## config.mk

```make
export PLATFORM = sky130hd
export DESIGN_NAME = ccr_top
export DESIGN_NICKNAME = d
export VERILOG_FILES = /design/src/verilog/ccr_pkg.sv /design/src/verilog/ccr_top.sv /design/src/verilog/ccr_window.sv
export VERILOG_INCLUDE_DIRS = /design/src /design/src/verilog
export SDC_FILE = /design/constraint.sdc
export NUM_CORES = 1
export LEC_CHECK = 0
export ABC_AREA = 1
export BUFFER_PORTS_ARGS = -buffer_cell sky130_fd_sc_hd__buf_2
export CORE_ASPECT_RATIO = 0.7
export CORE_MARGIN = 2
export CORE_UTILIZATION = 40
export CTS_BUF_LIST = sky130_fd_sc_hd__clkbuf_4 sky130_fd_sc_hd__clkbuf_8
export CTS_CLUSTER_DIAMETER = 120
export CTS_CLUSTER_SIZE = 10
export DETAILED_ROUTE_END_ITERATION = 16
export GPL_ROUTABILITY_DRIVEN = 0
export PLACE_DENSITY = 0.89
export RECOVER_POWER = 25
export SYNTH_ARGS = -nofsm -noshare
export SYNTH_HDL_FRONTEND = slang
export SYNTH_SLANG_ARGS = --single-unit
```

## constraint.sdc

```tcl
create_clock -name ref_clk -period 1 [get_ports ref_clk]
set_input_delay 0.15 -clock ref_clk [delete_from_list [all_inputs] [get_ports ref_clk]]
set_output_delay 0.15 -clock ref_clk [all_outputs]
set_load 0.005 [all_outputs]
```

## src/verilog/ccr_defines.svh

```systemverilog
/*
 * Offsets, bit positions, reset values and window decode for the core control register.
 * Assumes inclusion by its bare name from the design modules and the bench.
 */
`ifndef CCR_DEFINES_SVH
`define CCR_DEFINES_SVH

// ****************************************
// register map
// ****************************************
`define CCR_CORE_CONTROL_ADDR 8'h00
`define CCR_CORE_CONTROL_RESET 16'h0000
`define CCR_PRIO_FLAG_RESET 1'b0
`define CCR_WIN_EN_RESET 1'b0
`define CCR_READ_IDLE 16'h0000

// ****************************************
// field positions
// ****************************************
`define CCR_PRIO_FLAG_BIT 3
`define CCR_WIN_EN_BIT 2

// ****************************************
// priority level
// ****************************************
`define CCR_LEVEL_LIMIT 4'h7
`define CCR_LEVEL_RESET 4'h0

// ****************************************
// program space window in data space
// ****************************************
`define CCR_WIN_SEL_BIT 15
`define CCR_PM_ADDR_RESET 24'h000000

`endif

```

## src/verilog/ccr_pkg.sv

```systemverilog
/*
 * Types shared by the core control register and its data space window.
 * Assumes ccr_defines.svh is on the include path.
 */
package ccr_pkg;
	typedef logic [15:0] ccr_word_t;
	typedef logic [7:0] ccr_addr_t;
	typedef logic [3:0] ccr_level_t;
	typedef logic [2:0] ccr_low_t;
	typedef logic [7:0] ccr_page_t;
	typedef logic [23:0] ccr_pm_addr_t;
endpackage

```

## src/verilog/ccr_top.sv

```systemverilog
/*
 * Core control register: clear-only priority status flag, program space window enable,
 * full priority level output and the data space window that the window enable controls.
 * Assumes core logic on ref_clk drives the register port, the low priority bits,
 * the priority raise pulse and data space reads; nothing here crosses a clock.
 */
// The implementer's own choices: the placing of the registers and strobed register access.
`timescale 1ns/100ps
`include "ccr_defines.svh"

// How it works
// - bits 15..4 and 1..0 read zero; writes to them are ignored.
// - bit 3 reads one when priority level exceeds 7, else zero.
// - program memory appears in data space window only while bit 2 is set.
// - full level is bit 3 above the three cpu_priority_low_bits input bits.
module ccr_top
	import ccr_pkg::*;
(
	input wire logic ref_clk,
	input wire logic resetn,
	input wire ccr_addr_t reg_addr,
	input wire ccr_word_t reg_wdata,
	input wire logic reg_wr,
	input wire logic reg_rd,
	output ccr_word_t reg_rdata_q,
	input wire ccr_low_t cpu_priority_low_bits,
	input wire logic cpu_priority_raise,
	output logic cpu_priority_msb_flag_q,
	output ccr_level_t cpu_priority_level_q,
	output logic program_space_window_enable_q,
	input wire logic ds_rd,
	input wire ccr_word_t ds_addr,
	input wire ccr_page_t window_page,
	output logic pm_rd_q,
	output ccr_pm_addr_t pm_addr_q
);

	// ****************************************
	// address decode
	// ****************************************
	function automatic logic ccr_hit(input ccr_addr_t addr);
		ccr_hit = (addr == `CCR_CORE_CONTROL_ADDR);
	endfunction

	logic wr_hit;
	logic rd_hit;
	logic prio_flag_d;
	logic win_en_d;
	ccr_level_t level_d;
	ccr_word_t rdata_d;
	ccr_word_t reg_view;

	assign wr_hit = reg_wr && ccr_hit(reg_addr);
	assign rd_hit = reg_rd && ccr_hit(reg_addr);

	// ****************************************
	// register state
	// ****************************************
	always_comb begin
		prio_flag_d = cpu_priority_msb_flag_q;
		win_en_d = program_space_window_enable_q;
		if (wr_hit) begin
			win_en_d = reg_wdata[`CCR_WIN_EN_BIT];
			// writing zero clears, writing one has no effect
			if (!reg_wdata[`CCR_PRIO_FLAG_BIT]) begin
				prio_flag_d = 1'b0;
			end
		end
		// hardware raise wins over a clear in the same cycle
		if (cpu_priority_raise) begin
			prio_flag_d = 1'b1;
		end
	end

	always_ff @(posedge ref_clk or negedge resetn) begin
		if (!resetn) begin
			cpu_priority_msb_flag_q <= `CCR_PRIO_FLAG_RESET;
			program_space_window_enable_q <= `CCR_WIN_EN_RESET;
		end else begin
			cpu_priority_msb_flag_q <= prio_flag_d;
			program_space_window_enable_q <= win_en_d;
		end
	end

	// ****************************************
	// priority level
	// ****************************************
	always_comb begin
		level_d = {prio_flag_d, cpu_priority_low_bits};
	end

	always_ff @(posedge ref_clk or negedge resetn) begin
		if (!resetn) begin
			cpu_priority_level_q <= `CCR_LEVEL_RESET;
		end else begin
			cpu_priority_level_q <= level_d;
		end
	end

	// ****************************************
	// read path
	// ****************************************
	always_comb begin
		reg_view = `CCR_READ_IDLE;
		reg_view[`CCR_PRIO_FLAG_BIT] = cpu_priority_msb_flag_q;
		reg_view[`CCR_WIN_EN_BIT] = program_space_window_enable_q;
		rdata_d = `CCR_READ_IDLE;
		if (rd_hit) begin
			rdata_d = reg_view;
		end
	end

	always_ff @(posedge ref_clk or negedge resetn) begin
		if (!resetn) begin
			reg_rdata_q <= `CCR_READ_IDLE;
		end else begin
			reg_rdata_q <= rdata_d;
		end
	end

	// ****************************************
	// program space window
	// ****************************************
	ccr_window u_window (
		.ref_clk(ref_clk),
		.resetn(resetn),
		.program_space_window_enable(program_space_window_enable_q),
		.ds_rd(ds_rd),
		.ds_addr(ds_addr),
		.window_page(window_page),
		.pm_rd_q(pm_rd_q),
		.pm_addr_q(pm_addr_q)
	);

	// ****************************************
	// checks
	// ****************************************
	chk_unimpl_read_zero: assert property (@(posedge ref_clk) disable iff (!resetn)
		reg_rd |=> (reg_rdata_q[15:4] == 12'h000 && reg_rdata_q[1:0] == 2'h0))
		else $error("unimplemented bits read non-zero");

	chk_level_status: assert property (@(posedge ref_clk) disable iff (!resetn)
		##1 (cpu_priority_msb_flag_q == (cpu_priority_level_q > `CCR_LEVEL_LIMIT)))
		else $error("priority flag disagrees with level");

	chk_read_flag: assert property (@(posedge ref_clk) disable iff (!resetn)
		rd_hit |=> (reg_rdata_q[3] == $past(cpu_priority_msb_flag_q)
			&& reg_rdata_q[2] == $past(program_space_window_enable_q)))
		else $error("read data does not show register state");

	chk_level_concat: assert property (@(posedge ref_clk) disable iff (!resetn)
		resetn |=> (cpu_priority_level_q[2:0] == $past(cpu_priority_low_bits)))
		else $error("low priority bits not carried into level");

	chk_no_sw_set: assert property (@(posedge ref_clk) disable iff (!resetn)
		(wr_hit && !cpu_priority_msb_flag_q && !cpu_priority_raise) |=> !cpu_priority_msb_flag_q)
		else $error("software write set priority flag");

	chk_sw_clear: assert property (@(posedge ref_clk) disable iff (!resetn)
		(wr_hit && !reg_wdata[3] && !cpu_priority_raise) |=> !cpu_priority_msb_flag_q)
		else $error("software clear of priority flag lost");

	chk_raise_wins: assert property (@(posedge ref_clk) disable iff (!resetn)
		cpu_priority_raise |=> cpu_priority_msb_flag_q)
		else $error("priority raise lost");

	chk_enable_write: assert property (@(posedge ref_clk) disable iff (!resetn)
		wr_hit |=> (program_space_window_enable_q == $past(reg_wdata[2])))
		else $error("window enable not written");

	chk_enable_hold: assert property (@(posedge ref_clk) disable iff (!resetn)
		!wr_hit |=> $stable(program_space_window_enable_q))
		else $error("window enable changed without a write");

	chk_unmapped_read: assert property (@(posedge ref_clk) disable iff (!resetn)
		(reg_rd && !ccr_hit(reg_addr)) |=> (reg_rdata_q == `CCR_READ_IDLE))
		else $error("unmapped read returned data");

	chk_rdata_idle: assert property (@(posedge ref_clk) disable iff (!resetn)
		!reg_rd |=> (reg_rdata_q == `CCR_READ_IDLE))
		else $error("read data shown without a read");

	chk_unmapped_wr_flag: assert property (@(posedge ref_clk) disable iff (!resetn)
		(reg_wr && !ccr_hit(reg_addr) && !cpu_priority_raise) |=> $stable(cpu_priority_msb_flag_q))
		else $error("unmapped write changed priority flag");

	chk_unmapped_wr_enable: assert property (@(posedge ref_clk) disable iff (!resetn)
		(reg_wr && !ccr_hit(reg_addr)) |=> $stable(program_space_window_enable_q))
		else $error("unmapped write changed window enable");

	chk_flag_hold: assert property (@(posedge ref_clk) disable iff (!resetn)
		(!wr_hit && !cpu_priority_raise) |=> $stable(cpu_priority_msb_flag_q))
		else $error("priority flag changed without cause");

	chk_level_raise: assert property (@(posedge ref_clk) disable iff (!resetn)
		cpu_priority_raise |=> (cpu_priority_level_q > `CCR_LEVEL_LIMIT))
		else $error("raised level not above seven");

	chk_level_clear: assert property (@(posedge ref_clk) disable iff (!resetn)
		(wr_hit && !reg_wdata[`CCR_PRIO_FLAG_BIT] && !cpu_priority_raise)
		|=> (cpu_priority_level_q <= `CCR_LEVEL_LIMIT))
		else $error("cleared level above seven");

	chk_raise_level_low: assert property (@(posedge ref_clk) disable iff (!resetn)
		cpu_priority_raise |=> (cpu_priority_level_q == {1'b1, $past(cpu_priority_low_bits)}))
		else $error("raised level not formed from flag and low bits");

	chk_read_after_write: assert property (@(posedge ref_clk) disable iff (!resetn)
		(wr_hit ##1 rd_hit) |=> (reg_rdata_q[`CCR_WIN_EN_BIT] == $past(reg_wdata[`CCR_WIN_EN_BIT], 2)))
		else $error("read after write does not show new enable");

	chk_enable_set: assert property (@(posedge ref_clk) disable iff (!resetn)
		(wr_hit && reg_wdata[`CCR_WIN_EN_BIT]) |=> program_space_window_enable_q)
		else $error("window enable not set by write");

	chk_enable_clear: assert property (@(posedge ref_clk) disable iff (!resetn)
		(wr_hit && !reg_wdata[`CCR_WIN_EN_BIT]) |=> !program_space_window_enable_q)
		else $error("window enable not cleared by write");

	chk_pm_read_enable: assert property (@(posedge ref_clk) disable iff (!resetn)
		pm_rd_q |-> $past(program_space_window_enable_q))
		else $error("program read without window enable");

endmodule

```

## src/verilog/ccr_window.sv

```systemverilog
/*
 * Program space window: maps upper data space reads onto program memory while enabled.
 * Assumes data space requests come from logic on ref_clk; the page comes from the core.
 */
`timescale 1ns/100ps
`include "ccr_defines.svh"

module ccr_window
	import ccr_pkg::*;
(
	input wire logic ref_clk,
	input wire logic resetn,
	input wire logic program_space_window_enable,
	input wire logic ds_rd,
	input wire ccr_word_t ds_addr,
	input wire ccr_page_t window_page,
	output logic pm_rd_q,
	output ccr_pm_addr_t pm_addr_q
);

	logic pm_rd_d;
	ccr_pm_addr_t pm_addr_d;

	// ****************************************
	// window decode
	// ****************************************
	always_comb begin
		pm_rd_d = ds_rd && ds_addr[`CCR_WIN_SEL_BIT] && program_space_window_enable;
		pm_addr_d = pm_addr_q;
		if (pm_rd_d) begin
			pm_addr_d = {window_page, 1'b0, ds_addr[14:0]};
		end
	end

	always_ff @(posedge ref_clk or negedge resetn) begin
		if (!resetn) begin
			pm_rd_q <= 1'b0;
			pm_addr_q <= `CCR_PM_ADDR_RESET;
		end else begin
			pm_rd_q <= pm_rd_d;
			pm_addr_q <= pm_addr_d;
		end
	end

	// ****************************************
	// checks
	// ****************************************
	chk_window_closed: assert property (@(posedge ref_clk) disable iff (!resetn)
		(ds_rd && !program_space_window_enable) |=> !pm_rd_q)
		else $error("program read while window disabled");

	chk_window_open: assert property (@(posedge ref_clk) disable iff (!resetn)
		(ds_rd && program_space_window_enable && ds_addr[`CCR_WIN_SEL_BIT])
		|=> (pm_rd_q && pm_addr_q[14:0] == $past(ds_addr[14:0]) && pm_addr_q[23:16] == $past(window_page)))
		else $error("window read not mapped to program memory");

endmodule

```

==> metrics.txt <==
r2r setup slk -0.01 ns; final core utilization between 50% and 60%; count leader, synth nand2_1; DRC 0; Netlist Area Pre-Place ~1300 sq um; grt ovf 0; ys async rst share 100%; Avg Vias per Cell just over 4; Post-Syn Instances 144; drt wl/cell between 10 and 15 microns; DP Area ~1700 sq um; Total GRT Usage between 10% and 20%; Die Ht roughly 52 microns; commonest cells in the netlist nand2_1, dfrtp_1, buf_4, nand2_2, nor2_1; failing checks setup timing; FF-to-FF End u_window.pm_addr_q[10]$_DFFE_PN0P_; H-tree depth 2; layout cells sized above 1 between 40% and 50%; Total Nets Final between 200 and 300; synth warn 0; RSZ-0062 raised after global routing true; Die W 72.7 microns; cell taking the most area after synthesis dfrtp_1; CTS tree done; WS Path Type register to primary output; antenna-violating nets left 0; CTS Buf Count 5; drt pass-1 iters 4; Setup WS post-layout -0.0340 ns; Clock Root Buffer clkbuf_8; Finish-stage setup viols 2; status finished, violations left; Clock Latency Late Sink 0.27 ns; clock-pin slew on the worst setup and hold paths approximately 0.060 ns; CTS max path bufs 2; R2R depth 5; Power Density ~1600 nW/um^2; fin crit period between 1 and 1.5 ns; io pins about 100; Synth area leaders dfrtp_1, nand2_1, buf_4, nand2_2, nor2_1; MaxCap Viol Count 0; startpoint types register; area added between synthesis and finish 39.1%; post-synthesis cell type count 13; Worst Path Arrival approximately 0.88 ns; 1st-iter DRT viols 45; FF+latch count, synth 31; Peak VDD IR between 0.6 and 0.7 mV; Worst EP required around 0.85 ns; top-area cell type share of the netlist area 58.8%; Worst setup EP type primary output; worst hold path type input pin to register; Max Fclk approximately 970 MHz; worst r2r src program_space_window_enable_q$_DFFE_PN0P_; final WL about 2800 microns; global-route wire length before repair 4500 microns; Filler cells approximately 280; period utilization 103%; Ant. Diodes 0; IO buf count 74; Hold Path Cell Cnt 3; EDFF count, synth 0; dpl hpwl ~2100 microns; Final Hold Fails 0; Finished Cell Area about 1800 sq um; Core Area ~3100 sq um; final slew viol count 0; P_leak 1.14 nW; CTS sink count 31; vias 1102; die area between 3000 and 4000 sq um; skew final ~0.0045 ns; Starting Density a little over two fifths; largest net degree at the start of global routing 25; worst-path maximum fanout 2; Hold Path Sink u_window.pm_addr_q[0]$_DFFE_PN0P_; vias in the first global route 1077; min-delay src ds_addr[0]; Avg Cell Area, Syn 9.17 sq um; # rows 17; initial antenna violation count 0; most used flip-flop cell after synthesis dfrtp_1; Seq/Total Area, Yosys between 50% and 60%
worst max-delay path by stage:
stage | from | end | slack (ns)
floorplan | program_space_window_enable_q$_DFFE_PN0P_ | u_window.pm_addr_q[0]$_DFFE_PN0P_ | 0.07
global placement | program_space_window_enable_q$_DFFE_PN0P_ | u_window.pm_addr_q[19]$_DFFE_PN0P_ | 0.07
detailed placement | reg_addr[3] | cpu_priority_level_q[3]$_DFF_PN0_ | 0.03
CTS | program_space_window_enable_q$_DFFE_PN0P_ | program_space_window_enable_q | -0.03
global route | program_space_window_enable_q$_DFFE_PN0P_ | program_space_window_enable_q | -0.06
finish | program_space_window_enable_q$_DFFE_PN0P_ | program_space_window_enable_q | -0.03
per-stage QoR:
stage	hold slack (ns)	total power, W	setup WS (ns)	setup TNS [ns]	cells
floorplan	-0.146	0.00174	0.0689	0	158
global placement	0.0399	0.00199	0.0730	0	255
detailed placement	0.0421	0.00201	0.0256	0	255
CTS	0.0622	0.00299	-0.0343	-0.292	268
global route	0.0656	0.00314	-0.0636	-1.03	268
finish	0.0713	0.00295	-0.0340	-0.0472	268
what timing repair did:
action                     in CTS  in global routing
setup endpoints to repair       1                 26
buffers inserted                2                  0
hold endpoints to repair       12                  0
gates resized for setup         4                  3
hold buffers                    4                  0
critical path: stages (launching register included):
cell     delay [ns]
dfrtp_1        0.39
buf_6          0.12
buf_6          0.10
layer usage:
| layer | part of all wire [%] | up-vias | global-route usage, % |
|---|---|---|---|
| li1 | - | 566 | - |
| met1 | 42 | 490 | 17.9 |
| met2 | 51 | 41 | 28.5 |
| met3 | 5.9 | 5 | 5.62 |
| met4 | 0.88 | 0 | 5.56 |
| met5 | 0 | - | 0 |
layout by cell type (no fill, tap or decap):
cell	n
dfrtp_1	31
clkbuf_8	6
clkinv_2	1
dlygate4sd3_1	4
nor2_1	7
inv_8	1
nand2_1	68
nand3_1	2
buf_2	74
nand3_4	1
buf_4	3
buf_6	4
conb_1	15
inv_1	4
nand2_2	9
kinds of logic after synthesis:
family | count (synthesis) | share of synthesized area (%)
flip-flops | 31 | 58.8
buffers and inverters | 25 | 13.8
AND/OR/NAND/NOR | 87 | 27.1
other | 1 | 0.284
power by group:
group / total, W / internal (W) / switching, W
clock: 0.000950 / 0.000538 / 0.000411
combinational: 0.000502 / 0.000262 / 0.000240
sequential: 0.00150 / 0.00142 / 0.0000780
total: 0.00295 / 0.00222 / 0.000729
layout make-up:
cell class              count  area (sq um)  share of cell area, %
flip-flops and latches     31           776                   42.2
repair buffers             85           478                   26.0
multi-input cells         102           422                   23.0
clock buffers               6          82.6                   4.50
well taps                  38          47.5                   2.59
inverters                   5          26.3                   1.43
clock inverters             1          5.00                  0.272
sequential cells by signal, indices dropped and copies added (netlist names):
signal and cells:
u_window.pm_rd_q 1, program_space_window_enable_q 1, reg_rdata_q 2, cpu_priority_level_q 4, u_window.pm_addr_q 23
Power figures use the tool's default switching activity.
